`src/core/wpsc_defines.svh`:
```
// register offsets, field positions, reset values and limits of the pattern source block
`ifndef WPSC_DEFINES_SVH
`define WPSC_DEFINES_SVH
`define WPSC_ADDR_SOURCE_SELECT   8'h45
`define WPSC_ADDR_TUNING_SHIFT    8'h47
`define WPSC_ADDR_INITIAL_WAIT    8'h5c
`define WPSC_ADDR_BEGIN_LOCATION  8'h5d
`define WPSC_ADDR_END_LOCATION    8'h5e
`define WPSC_ADDR_SINE_CYCLES     8'h5f
`define WPSC_ADDR_CONFIG_ERRORS   8'h60
`define WPSC_RST_ZERO             16'h0000
`define WPSC_RST_SINE_CYCLES      16'h0001
`define WPSC_BIT_COSINE           3
`define WPSC_BIT_ADDR_CLK_MSB     2
`define WPSC_BIT_PHASE_MEM        1
`define WPSC_BIT_TUNING_MEM       0
`define WPSC_SHIFT_MSB            4
`define WPSC_SHIFT_FULL_WORD      5'h0a
`define WPSC_SHIFT_MAX            5'h10
`define WPSC_ADDR_FIELD_MSB       15
`define WPSC_ADDR_FIELD_LSB       4
`define WPSC_ERR_CLEAR_BIT        15
`define WPSC_ERR_MARKER_LARGE     5
`define WPSC_ERR_PAT_DLY_SHORT    4
`define WPSC_ERR_MARKER_SHORT     3
`define WPSC_ERR_PERIOD_SHORT     2
`define WPSC_ERR_ODD_LENGTH       1
`define WPSC_ERR_MEM_CONFLICT     0
`define WPSC_ERR_FLAG_MASK        16'h003f
`endif

```
`src/core/wpsc_pkg.sv`:
```
// types shared by the pattern source configuration block
`default_nettype none
package wpsc_pkg;
   typedef struct packed {
      logic        valid;
      logic        write;
      logic [7:0]  addr;
      logic [15:0] wdata;
   } wpsc_access_type;

   typedef struct packed {
      logic        marker_delay_too_large;
      logic        pattern_delay_short;
      logic        marker_delay_short;
      logic        period_short;
      logic        odd_length;
      logic        memory_conflict;
   } wpsc_error_events_type;

   typedef struct packed {
      logic        cosine_select;
      logic        address_clock_from_phase_msb;
      logic [23:0] tuning_word;
      logic [15:0] phase_offset;
      logic [11:0] begin_address;
      logic [11:0] end_address;
      logic [15:0] initial_wait;
      logic [15:0] sine_cycle_count;
   } wpsc_dds_setup_type;

   typedef enum logic [1:0] {
      WPSC_IDLE  = 2'b00,
      WPSC_WAIT  = 2'b01,
      WPSC_PLAY  = 2'b10
   } wpsc_seq_type;
endpackage
`default_nettype wire

```
`src/core/wpsc_config.sv`:
```
// pattern source configuration registers, tuning word merge, start delay sequencing
//
// Notes on behaviour
// cosine select set gives cosine output; clear gives sine.
// address counter clock from dac clock at 0, phase msb at 1.
// phase offset from memory data at 1, from phase offset register at 0.
// tuning word from memory merge at 1, from tuning word registers at 0.
// shift zero: memory word in top bits, ten zeros below.
// shift 1..10: top n register bits, memory word, 10-n zeros.
// shift 11..16: top n register bits, upper 24-n memory bits; above reserved.
// playback start address from bits 15..4 of begin register.
// playback stop address from bits 15..4 of end register.
// sine cycle count register, 16 bits, resets to one.
// writing bit 15 of error register clears all error flags.
// bit 5 set when marker delay exceeds pattern delay.
// bit 4 set when pattern delay below its default.
// bit 3 set when marker start delay below its default.
// bit 2 set when pattern period shorter than playback duration.
// bit 1 set when trigger-delay pattern has odd length.
// bit 0 set on conflicting pattern memory access during reading.
// each start delay step lasts wait unit clocks, zero meaning one.
// first-pattern-only set: delay before first pattern; clear: before each.
// error flags sticky until clear bit written; other bits ignore writes.
`include "wpsc_defines.svh"
`default_nettype none
module wpsc_config (
   // clock and reset
   input  wire logic                      mclk,
   input  wire logic                      reset,
   // configuration port
   input  wire wpsc_pkg::wpsc_access_type access,
   output var  logic [15:0]               rdata,
   // settings held elsewhere in the device
   input  wire logic [15:0]               tuning_word_regs,
   input  wire logic [7:0]                tuning_word_low,
   input  wire logic [15:0]               phase_offset_reg,
   input  wire logic [3:0]                wait_unit_clocks,
   input  wire logic                      delay_first_pattern_only,
   // pattern controller
   input  wire logic [13:0]               memory_data,
   input  wire logic                      pattern_request,
   input  wire logic                      pattern_done,
   input  wire logic                      playback_reset,
   input  wire wpsc_pkg::wpsc_error_events_type error_events,
   // synthesizer controls
   output var  wpsc_pkg::wpsc_dds_setup_type   dds_setup,
   output var  logic                      play_enable,
   output var  logic                      waiting
);
   import wpsc_pkg::*;

   logic [15:0] source_select_reg, source_select_next;
   logic [15:0] tuning_shift_reg, tuning_shift_next;
   logic [15:0] initial_wait_reg, initial_wait_next;
   logic [15:0] begin_location_reg, begin_location_next;
   logic [15:0] end_location_reg, end_location_next;
   logic [15:0] sine_cycles_reg, sine_cycles_next;
   logic [5:0]  error_flags_reg, error_flags_next;
   logic [15:0] rdata_next;
   wpsc_dds_setup_type dds_setup_next;

   wpsc_seq_type seq_reg, seq_next;
   logic [15:0]  steps_reg, steps_next;
   logic [3:0]   unit_reg, unit_next;
   logic         first_done_reg, first_done_next;

   // merge of memory word into the 24-bit tuning word
   function automatic logic [23:0] merge_tuning(input logic [23:0] regs,
                                                input logic [13:0] mem,
                                                input logic [4:0]  shift);
      logic [23:0] keep_mask;
      logic [23:0] mem_placed;
      keep_mask  = 24'h000000;
      mem_placed = 24'h000000;
      if (shift <= `WPSC_SHIFT_FULL_WORD) begin
         mem_placed = {mem, 10'h000} >> shift;
      end else begin
         mem_placed = {10'h000, mem} >> (shift - `WPSC_SHIFT_FULL_WORD);
      end
      if (shift <= `WPSC_SHIFT_MAX) begin
         keep_mask = ~(24'hffffff >> shift);
      end else begin
         // reserved: register word only
         mem_placed = 24'h000000;
         keep_mask  = 24'hffffff;
      end
      return (regs & keep_mask) | (mem_placed & ~keep_mask);
   endfunction

   function automatic logic [11:0] addr_field(input logic [15:0] r);
      return r[`WPSC_ADDR_FIELD_MSB:`WPSC_ADDR_FIELD_LSB];
   endfunction

   // register writes and readback
   always_comb begin
      logic wr;
      wr = access.valid && access.write;
      source_select_next  = source_select_reg;
      tuning_shift_next   = tuning_shift_reg;
      initial_wait_next   = initial_wait_reg;
      begin_location_next = begin_location_reg;
      end_location_next   = end_location_reg;
      sine_cycles_next    = sine_cycles_reg;
      error_flags_next    = error_flags_reg;
      if (wr) begin
         unique case (access.addr)
            `WPSC_ADDR_SOURCE_SELECT:  source_select_next  = access.wdata;
            `WPSC_ADDR_TUNING_SHIFT:   tuning_shift_next   = access.wdata;
            `WPSC_ADDR_INITIAL_WAIT:   initial_wait_next   = access.wdata;
            `WPSC_ADDR_BEGIN_LOCATION: begin_location_next = access.wdata;
            `WPSC_ADDR_END_LOCATION:   end_location_next   = access.wdata;
            `WPSC_ADDR_SINE_CYCLES:    sine_cycles_next    = access.wdata;
            `WPSC_ADDR_CONFIG_ERRORS: begin
               if (access.wdata[`WPSC_ERR_CLEAR_BIT]) begin
                  error_flags_next = 6'h00;
               end
            end
            default: ;
         endcase
      end
      // set wins over a clear in the same cycle
      error_flags_next = error_flags_next | error_events;
      rdata_next = rdata;
      if (access.valid && !access.write) begin
         unique case (access.addr)
            `WPSC_ADDR_SOURCE_SELECT:  rdata_next = source_select_reg;
            `WPSC_ADDR_TUNING_SHIFT:   rdata_next = tuning_shift_reg;
            `WPSC_ADDR_INITIAL_WAIT:   rdata_next = initial_wait_reg;
            `WPSC_ADDR_BEGIN_LOCATION: rdata_next = begin_location_reg;
            `WPSC_ADDR_END_LOCATION:   rdata_next = end_location_reg;
            `WPSC_ADDR_SINE_CYCLES:    rdata_next = sine_cycles_reg;
            `WPSC_ADDR_CONFIG_ERRORS:  rdata_next = {10'h000, error_flags_reg};
            default:                   rdata_next = 16'h0000;
         endcase
      end
   end

   always_ff @(posedge mclk or posedge reset) begin
      if (reset) begin
         source_select_reg  <= `WPSC_RST_ZERO;
         tuning_shift_reg   <= `WPSC_RST_ZERO;
         initial_wait_reg   <= `WPSC_RST_ZERO;
         begin_location_reg <= `WPSC_RST_ZERO;
         end_location_reg   <= `WPSC_RST_ZERO;
         sine_cycles_reg    <= `WPSC_RST_SINE_CYCLES;
         error_flags_reg    <= 6'h00;
         rdata              <= 16'h0000;
      end else begin
         source_select_reg  <= source_select_next;
         tuning_shift_reg   <= tuning_shift_next;
         initial_wait_reg   <= initial_wait_next;
         begin_location_reg <= begin_location_next;
         end_location_reg   <= end_location_next;
         sine_cycles_reg    <= sine_cycles_next;
         error_flags_reg    <= error_flags_next;
         rdata              <= rdata_next;
      end
   end

   // synthesizer source selection
   always_comb begin
      logic [23:0] reg_word;
      reg_word = {tuning_word_regs, tuning_word_low};
      dds_setup_next.cosine_select = source_select_reg[`WPSC_BIT_COSINE];
      dds_setup_next.address_clock_from_phase_msb =
         source_select_reg[`WPSC_BIT_ADDR_CLK_MSB];
      dds_setup_next.phase_offset = source_select_reg[`WPSC_BIT_PHASE_MEM] ?
         {memory_data, 2'b00} : phase_offset_reg;
      dds_setup_next.tuning_word = source_select_reg[`WPSC_BIT_TUNING_MEM] ?
         merge_tuning(reg_word, memory_data,
                      tuning_shift_reg[`WPSC_SHIFT_MSB:0]) : reg_word;
      dds_setup_next.begin_address = addr_field(begin_location_reg);
      dds_setup_next.end_address   = addr_field(end_location_reg);
      dds_setup_next.initial_wait  = initial_wait_reg;
      dds_setup_next.sine_cycle_count = sine_cycles_reg;
   end

   always_ff @(posedge mclk or posedge reset) begin
      if (reset) begin
         dds_setup <= '0;
      end else begin
         dds_setup <= dds_setup_next;
      end
   end

   // start delay sequencer
   always_comb begin
      seq_next        = seq_reg;
      steps_next      = steps_reg;
      unit_next       = unit_reg;
      first_done_next = first_done_reg;
      unique case (seq_reg)
         WPSC_IDLE: begin
            if (pattern_request) begin
               if (delay_first_pattern_only && first_done_reg) begin
                  seq_next = WPSC_PLAY;
               end else begin
                  seq_next   = WPSC_WAIT;
                  steps_next = initial_wait_reg;
                  unit_next  = wait_unit_clocks;
               end
            end
         end
         WPSC_WAIT: begin
            if (steps_reg == 16'h0000) begin
               seq_next        = WPSC_PLAY;
               first_done_next = 1'b1;
            end else if (unit_reg <= 4'h1) begin
               unit_next  = wait_unit_clocks;
               steps_next = steps_reg - 16'h0001;
            end else begin
               unit_next = unit_reg - 4'h1;
            end
         end
         WPSC_PLAY: begin
            if (pattern_done) begin
               seq_next = WPSC_IDLE;
            end
         end
         default: seq_next = WPSC_IDLE;
      endcase
      if (playback_reset) begin
         seq_next        = WPSC_IDLE;
         first_done_next = 1'b0;
      end
   end

   always_ff @(posedge mclk or posedge reset) begin
      if (reset) begin
         seq_reg        <= WPSC_IDLE;
         steps_reg      <= 16'h0000;
         unit_reg       <= 4'h0;
         first_done_reg <= 1'b0;
      end else begin
         seq_reg        <= seq_next;
         steps_reg      <= steps_next;
         unit_reg       <= unit_next;
         first_done_reg <= first_done_next;
      end
   end

   assign play_enable = (seq_reg == WPSC_PLAY);
   assign waiting     = (seq_reg == WPSC_WAIT);
endmodule // wpsc_config
`default_nettype wire

```
`config.mk`:
```
export PLATFORM = sky130hd
export DESIGN_NAME = wpsc_config
export DESIGN_NICKNAME = d
export VERILOG_FILES = /design/src/core/wpsc_pkg.sv /design/src/core/wpsc_config.sv
export VERILOG_INCLUDE_DIRS = /design/src /design/src/core
export SDC_FILE = /design/constraint.sdc
export NUM_CORES = 1
export LEC_CHECK = 0
export ABC_AREA = 1
export BUFFER_PORTS_ARGS = -buffer_cell sky130_fd_sc_hd__buf_2
export CAP_MARGIN = 0
export CORE_MARGIN = 4
export CORE_UTILIZATION = 60
export CTS_BUF_LIST = sky130_fd_sc_hd__clkbuf_16
export DETAILED_ROUTE_END_ITERATION = 7
export PLACE_DENSITY_LB_ADDON = 0.05
export SLEW_MARGIN = 30
export SYNTH_ARGS = -nofsm -noshare
export SYNTH_HDL_FRONTEND = slang
export SYNTH_SLANG_ARGS = --single-unit
```
`constraint.sdc`:
```
create_clock -name mclk -period 12.31 [get_ports mclk]
set_input_delay 2.462 -clock mclk [delete_from_list [all_inputs] [get_ports mclk]]
set_output_delay 2.462 -clock mclk [all_outputs]
set_load 0.005 [all_outputs]
```
Yosys cells after proc, flatten, opt, wreduce, memory -nomap -nowiden --
Index checks and enable logic that the tools add are counted.
Word-level totals: input bits 96, register bits after elaboration 239
Operators by class: $lt $le $gt $ge 3, add/subtract/negate cells 3, equality and inequality tests 16, reductions and logical operators 19, shift-type cells 3, muxes and demuxes 28, bitwise gates (word level) 6
Operators with widths (count):
- 16-bit one-hot mux with 7 select lines | 1
- 24-bit two-way mux | 4
- 16-bit two-way mux | 5
- 8-bit by 7-bit == test with 1-bit output (second input constant) | 7
- 24-bit AND | 2
- 24-bit NOT | 2
- 16-bit one-hot mux with 2 select lines | 1
- 24-bit OR | 1
- 14-bit by 5-bit right shift with 24-bit output | 1
- 24-bit by 5-bit right shift with 24-bit output | 1
- 24-bit by 5-bit right shift with 24-bit output (first input constant) | 1
- 6-bit two-way mux | 3
- 16-bit logical NOT | 1
- 4-bit two-way mux | 4
- 16-bit by 1-bit subtractor with 16-bit output (second input constant) | 1
- 2-bit AND reduction | 7
- 2-bit two-way mux | 5
- 4-bit one-hot mux with 2 select lines | 1
- 2-bit != test (second input constant) | 3
- 3-bit != test (second input constant) | 2
- 6-bit OR | 1
- 2-bit one-hot mux with 3 select lines | 1
- 2-bit nonzero test | 3
- 5-bit by 4-bit less-or-equal comparator with 1-bit output (second input constant) | 1
- other kinds (15) | 19

Longest topological paths before layout --
Gate-level depths: netlist (run 1).
depth in word-level cells 7, gate-level depth with buffers 14, gate-level depth less buffers 14

Worst setup path before layout (run 1) --
OpenSTA, ideal clock, no wires.
path kind input to register, start input port access[23] (netlist name), end register source_select_reg[1], buffers on the path 1, stages 7, data required time 12176 ps, setup slack 8799 ps, setup time 134 ps, arrival time 3377 ps, path through inv_1 nand2_1 nor3_2 nand2_2 nor2_2 clkbuf_1 o21ai_0
Between the ends: word-level cells in the longest chain between the ends 2
RTL lines:
- from (decl) | line wpsc_config.sv:31 | input wire wpsc_pkg::wpsc_access_type access,
- 8-bit by 7-bit == test with 1-bit output | line wpsc_config.sv:106 | unique case (access.addr)
- 2-bit AND reduction (no line)
- to (signal assigned) | line wpsc_config.sv:140 | source_select_reg <= `WPSC_RST_ZERO;
- to (signal assigned) | line wpsc_config.sv:149 | source_select_reg <= source_select_next;
- to (decl) | line wpsc_config.sv:52 | logic [15:0] source_select_reg, source_select_next;
No other way between the ends. A chain may end at the register's enable or synchronous reset.

Final worst setup path (run 1) --
start input port access[18] (netlist name), end register end_location_reg[12]
Between the ends: word-level cells in the longest chain between the ends 2
RTL lines:
- 8-bit by 7-bit == test with 1-bit output | line wpsc_config.sv:106
- 2-bit AND reduction (no line)
- to (signal assigned) | line wpsc_config.sv:144 | end_location_reg <= `WPSC_RST_ZERO;
- to (signal assigned) | line wpsc_config.sv:153 | end_location_reg <= end_location_next;
- to (decl) | line wpsc_config.sv:56 | logic [15:0] end_location_reg, end_location_next;
No other way between the ends.

==> flow_metrics.tcl, run 1 <==
set metrics [dict create \
    drt_first_pass_iters 5 \
    dieWidth_um 145.5 \
    grt.busiest_layer "met2" \
    via_per_inst 5.424 \
    power_mw 1.976 \
    cts_resized 0 \
    fin_crit_ns 3.954 \
    grt_pass1_wl_um 51600 \
    cts_tree "yes" \
    synth_cells 1425 \
    synth_seq_area_share_pct 52.76 \
    crit_fanout 32 \
    grtUsageTotal_pct 29.83 \
    synth_top_area_share_pct 52.53 \
    reg2reg_to "dds_setup[72]" \
    wl_per_cell_um 17.03 \
    ys_types 41 \
    largest_register "dds_setup" \
    clkLatencyLatePin_ns 0.55 \
    grt_antenna_before_repair 0 \
    stdcell_count 1867 \
    path_cells "buf_2 -> nand2_2 -> nor3_2 -> nand3_2 -> nand2_1 -> o21ai_1" \
    r2r_cells 8 \
    setup_tns_ns 0 \
    cp_slowest_cell "nor3_2" \
    hold_path_class "reg -> reg" \
    rsz0062_at_grt "no" \
    ys_top_cells_by_area "dfrtp_1 53%, nand2_1 15%, o21ai_0 5.8%" \
    die_area_sq_um 21160 \
    met2_usage_pct 48.33 \
    io_pins 212 \
    wl_um 31800 \
    path_class "in -> reg" \
    drv_slew 0 \
    cts.clk_slew.worst_paths_ns 0.06 \
    max-vdd-ir-drop_mv 0.1288 \
    final_antenna_net_count 0 \
    place_congestion 0.9075 \
    path_buf_inv 1 \
    grt_max_degree 119 \
    status "finished clean" \
    endpoint_kind "flip-flop" \
    clock-sinks 239 \
    h-tree-depth 1 \
    portBuffers 211 \
    syn-mean-instance-area_sq_um 7.956 \
    syn_nets 1528 \
    yosysWarnings 0 \
    dp.cells 1823 \
    syn2layout_area_growth_pct 16.62 \
    numCtsBuffers 25 \
    start_util_pct 60.81 \
    crit_cells 6 \
    post_dp_cell_area_sq_um 12450 \
    dieHeight_um 145.5 \
    leakage_nw 7.301 \
    antenna_cells 0 \
    synth_area_leader_cell "dfrtp_1" \
    drive_above_1_share_pct 19.11 \
    setup_viol 0 \
    reg2reg_setup_slack_ns 8.91 \
    design.core.area_sq_um 18640 \
    row_count 50 \
    async_flop_share_pct 100.0 \
    final_nets 1720 \
    final_hold_viol_count 0 \
    ys_ff_latch 239 \
    crit_path_end "end_location_reg[12]" \
    grt_pass1_vias 9717 \
    fin_area_sq_um 13220 \
    vias 10130 \
    r2r-start "tuning_shift_reg[2]" \
    grt_use_met1_pct 42.06 \
    power.density_nw_per_um2 149.4 \
    worstPathArrival_ns 4.35 \
    hold_buffers 0 \
    slowest_delay_ns 0.70 \
    drt_iter0_drc 866 \
    largest_reg_flops 98 \
    cts_max_path_buffers 3 \
    hpwl_um 22810 \
    synth_flop_cell "dfrtp_1" \
    synth_area_sq_um 11340 \
    cp.required_ns 12.71 \
    slew_headroom_pct 37.98 \
    timing.max_cap.violations 0 \
    drc 0 \
    grt-ovfl-total 0 \
    cts_setup_buffers 0 \
    period_share_pct 32.12 \
    grt_use_met3_pct 4.921 \
    cp-start-kind "input pin" \
    fmax_ghz 0.2529 \
    critical_path.top_delay_family "simple AND/OR/NAND/NOR gates" \
    tightest_slew_ns 0.9303 \
    startpoint "access[18]" \
    skew_ns 0.01342 \
    clk_root_buffer_cell "clkbuf_16" \
    final_core_util_pct 70.92 \
    synth_edf_count 0 \
]
-- cells by family (layout without fill, tap and decap cells) --
| logic type | count (synthesis) | in the layout | synth area share [%] |
|---|---|---|---|
| flip-flops | 239 | 239 | 52.76 |
| AO/OA/AOI/OAI | 209 | 209 | 9.844 |
| multiplexers | 1 | 1 | 0.08829 |
| buffers and inverters | 199 | 407 | 7.460 |
| XOR/XNOR | 8 | 8 | 0.6843 |
| adder cells (fa/ha/maj) | 7 | 7 | 0.7725 |
| AND/OR/NAND/NOR | 762 | 762 | 28.39 |
-- layout by cell type (no fill, tap or decap), types with 5 or more instances in the layout --
cell type    n
o21ai_0    132
nor2_1     129
xor2_1       6
nand2_1    459
nand3_1    117
o21ai_2     10
clkbuf_16   25
nand2_2     10
inv_1      136
a21oi_1     26
nor2_4       5
clkinv_1     7
ha_1         7
nor3_1      13
o21ai_1     28
o21bai_1     6
dfrtp_1    238
inv_2       12
nor2_2       7
clkinv_2     6
nand4_1      6
buf_2      211
-- through the flow --
step | hold slack (ns) | setup slack (ns)
2_1_floorplan | 0.3537 | 3.290
3_3_place_gp | 0.3718 | 7.306
3_5_place_dp | 0.3712 | 7.468
4_1_cts | 0.3843 | 7.939
5_1_grt | 0.4023 | 8.155
6_report | 0.3804 | 8.356
-- Yosys cell counts (2+ instances only) --
master and count:
buf_4 9, nand2_1 459, nand3_2 2, nand3_1 118, nor3_2 3, buf_6 5, buf_2 20, nand2_2 10
nand2_4 3, o21ai_1 28, nor3_1 14, a21oi_1 26, xor2_1 6, o21bai_1 6, ha_1 7, nor2_1 130
o21ai_0 132, nor2_4 4, clkbuf_1 16, o31ai_1 3, o211ai_1 2, o21ai_2 10, nand4_1 6, inv_1 135
nor2_2 7, dfrtp_1 238, inv_2 12
-- worst reg2reg max path, cell delays in order, from the launching register on --
cell,delay (ns)
dfrtp_1,0.88
inv_1,0.64
ha_1,0.92
inv_1,0.28
nand2_1,0.17
nand3_1,0.08
o21ai_1,0.13
nand2_1,0.09
a21oi_1,0.14
-- report_power, final --
part	internal (mW)	switching, mW	leakage [nW]	total [mW]
Combinational	0.133	0.266	3.80	0.400
Sequential	0.835	0.0364	3.12	0.872
Clock	0.391	0.313	0.378	0.704
-- cell type report --
type | instances | area [sq um]
Inverter | 148 | 564.3
Multi-Input combinational cell | 987 | 4527
Clock inverter | 18 | 125.1
Fill cell | 1532 | 5421
Tap cell | 234 | 292.8
Timing Repair Buffer | 216 | 1105
Sequential cell | 239 | 5982
Clock buffer | 25 | 625.6
-- routing by layer --
layer  wire length [um]  share of wire (%)
met5                  0                  0
met4                952                3.0
met3               2042                6.4
met2              15050                 47
met1              13760                 43
-- how the worst min path moves through the flow --
| stage | start | to | slack (ns) | cells past startpoint |
|---|---|---|---|---|
| 3_3_place_gp | source_select_reg[3] | dds_setup[97] | 0.37 | 0 |
| 2_1_floorplan | source_select_reg[2] | dds_setup[96] | 0.35 | 0 |
| 6_report | source_select_reg[3] | dds_setup[97] | 0.38 | 0 |
| 3_5_place_dp | source_select_reg[3] | dds_setup[97] | 0.37 | 0 |
| 4_1_cts | source_select_reg[3] | dds_setup[97] | 0.38 | 0 |
| 5_1_grt | source_select_reg[3] | dds_setup[97] | 0.40 | 0 |
(Power assumes the default switching activity.)
==> run 2: changes to the inputs <==
--- a/config.mk
+++ b/config.mk
@@ -10,7 +10,7 @@
 export BUFFER_PORTS_ARGS = -buffer_cell sky130_fd_sc_hd__buf_2
 export CAP_MARGIN = 0
 export CORE_MARGIN = 4
-export CORE_UTILIZATION = 60
+export CORE_UTILIZATION = 56
 export CTS_BUF_LIST = sky130_fd_sc_hd__clkbuf_16
 export DETAILED_ROUTE_END_ITERATION = 7
 export PLACE_DENSITY_LB_ADDON = 0.05
==> constraint.sdc (replaced) <==
create_clock -name mclk -period 3.9 [get_ports mclk]
set_input_delay 0.78 -clock mclk [delete_from_list [all_inputs] [get_ports mclk]]
set_output_delay 0.78 -clock mclk [all_outputs]
set_load 0.005 [all_outputs]
==> flow_metrics.tcl, run 2 (same netlist as run 1, synthesis figures left out) <==
set metrics [dict create \
    fmax_ghz 0.4080 \
    tightest_slew_ns 0.8692 \
    slew_headroom_pct 41.93 \
    final_core_util_pct 68.76 \
    dieHeight_um 150.3 \
    leakage_nw 7.442 \
    cts_max_path_buffers 3 \
    dieWidth_um 150.3 \
    clkLatencyLatePin_ns 0.54 \
    post_dp_cell_area_sq_um 12590 \
    period_share_pct 62.85 \
    max-vdd-ir-drop_mv 0.4692 \
    largest_reg_flops 98 \
    grt_max_degree 52 \
    worst_slack_ns 1.449 \
    reg2reg_setup_slack_ns 1.45 \
    endpoint_kind "flip-flop" \
    setup_viol 0 \
    drv_slew 0 \
    grtUsageTotal_pct 28.56 \
    r2r_cells 12 \
    layout_common_cells "459 x nand2_1, 238 x dfrtp_1, 211 x buf_2" \
    place_congestion 0.9152 \
    path_class "reg -> reg" \
    dp.cells 1864 \
    final_antenna_net_count 0 \
    die_area_sq_um 22590 \
    cts.clk_slew.worst_paths_ns 0.07 \
    hpwl_um 23660 \
    crit_fanout 23 \
    hold_buffers 0 \
    vias 10120 \
    stdcell_count 1910 \
    portBuffers 211 \
    grt-ovfl-total 0 \
    antenna_cells 0 \
    cts_resized 0 \
    final_nets 1729 \
    clock-sinks 239 \
    start_util_pct 57.50 \
    timing.max_cap.violations 0 \
    worstPathArrival_ns 2.92 \
    setup_tns_ns 0 \
    final_common_cell "nand2_1" \
    drive_above_1_share_pct 19.76 \
    grt_pass1_vias 9635 \
    final_hold_viol_count 0 \
    largest_register "dds_setup" \
    drc 0 \
    cts_tree "yes" \
    row_count 51 \
    grt_antenna_before_repair 0 \
    numCtsBuffers 25 \
    status "finished clean" \
    fin_crit_ns 2.451 \
    wl_um 32220 \
    drt_iter0_drc 850 \
    wl_per_cell_um 16.87 \
    cp.required_ns 4.37 \
    min_delay_path_depth 0 \
    hold_path_class "reg -> reg" \
    h-tree-depth 1 \
    power_mw 6.781 \
    hold_slack_ns 0.3947 \
    cts_setup_buffers 0 \
    rsz0062_at_grt "no" \
    pre_cts_ws_ns 1.155 \
    cp-start-kind "flip-flop" \
    skew_ns 0.01500 \
    design.core.area_sq_um 19720 \
    syn2layout_area_growth_pct 19.59 \
    power.density_nw_per_um2 500.1 \
    via_per_inst 5.299 \
    clk_root_buffer_cell "clkbuf_16" \
    drt_first_pass_iters 7 \
    io_pins 212 \
    fin_area_sq_um 13560 \
    grt_pass1_wl_um 51250 \
]
-- run 2: cell count changes in the layout (fill, tap and decap cells not counted), moves of 2 or more --
| cell | previous run | this run |
|---|---|---|
| clkinvlp_4 | 1 | 3 |
| bufinv_16 | 1 | 8 |
| nor3_2 | 4 | 2 |
| clkinv_2 | 6 | 4 |
| buf_12 | 0 | 4 |
| clkinv_1 | 7 | 4 |
| buf_4 | 3 | 10 |
-- run 2: layout make-up --
type	instances	area, sq um
fill	1641	6160
timing repair buffer	225	1211
clock buffer	25	625.6
multi-input combinational	987	4521
tap	265	331.6
inverter	148	560.5
clock inverter	21	326.6
sequential	239	5982
-- run 2: final timing paths --
kind                                       from              endpoint
max in group asynchronous                 reset  source_select_reg[9]
setup / recovery            tuning_shift_reg[2]         dds_setup[72]
hold / removal             source_select_reg[2]         dds_setup[96]
min in group asynchronous                 reset           unit_reg[2]
setup reg to reg            tuning_shift_reg[2]         dds_setup[72]
hold reg to reg            source_select_reg[2]         dds_setup[96]
-- run 2: report_power, final --
part	total, mW	switching [mW]	internal (mW)	leakage, nW
registers	2.75	0.112	2.64	3.12
clock network	2.75	1.03	1.71	0.463
logic	1.29	0.857	0.430	3.86
total	6.78	2.00	4.78	7.44
-- run 2: routing by layer --
metal / wire, um / part of all wire [%] / GRT usage, % / vias to the layer above
met1: 13970 / 43 / 40.63 / 4761
met2: 14950 / 46 / 45.82 / 381
met5: 0 / 0 / 0 / -
met4: 1003 / 3.1 / 8.371 / 0
met3: 2296 / 7.1 / 4.395 / 66
li1: - / - / - / 4913
-- run 2: critical path, cell delays in order (launching register included) --
cell and delay (ns):
dfrtp_1 0.37, buf_4 0.22, inv_1 0.14, buf_4 0.28, ha_1 0.20, nand2_1 0.07
nand2_1 0.09, nand2_2 0.20, nor2_2 0.34, nand4_1 0.20, nand2_1 0.09, inv_1 0.04
a21oi_1 0.14
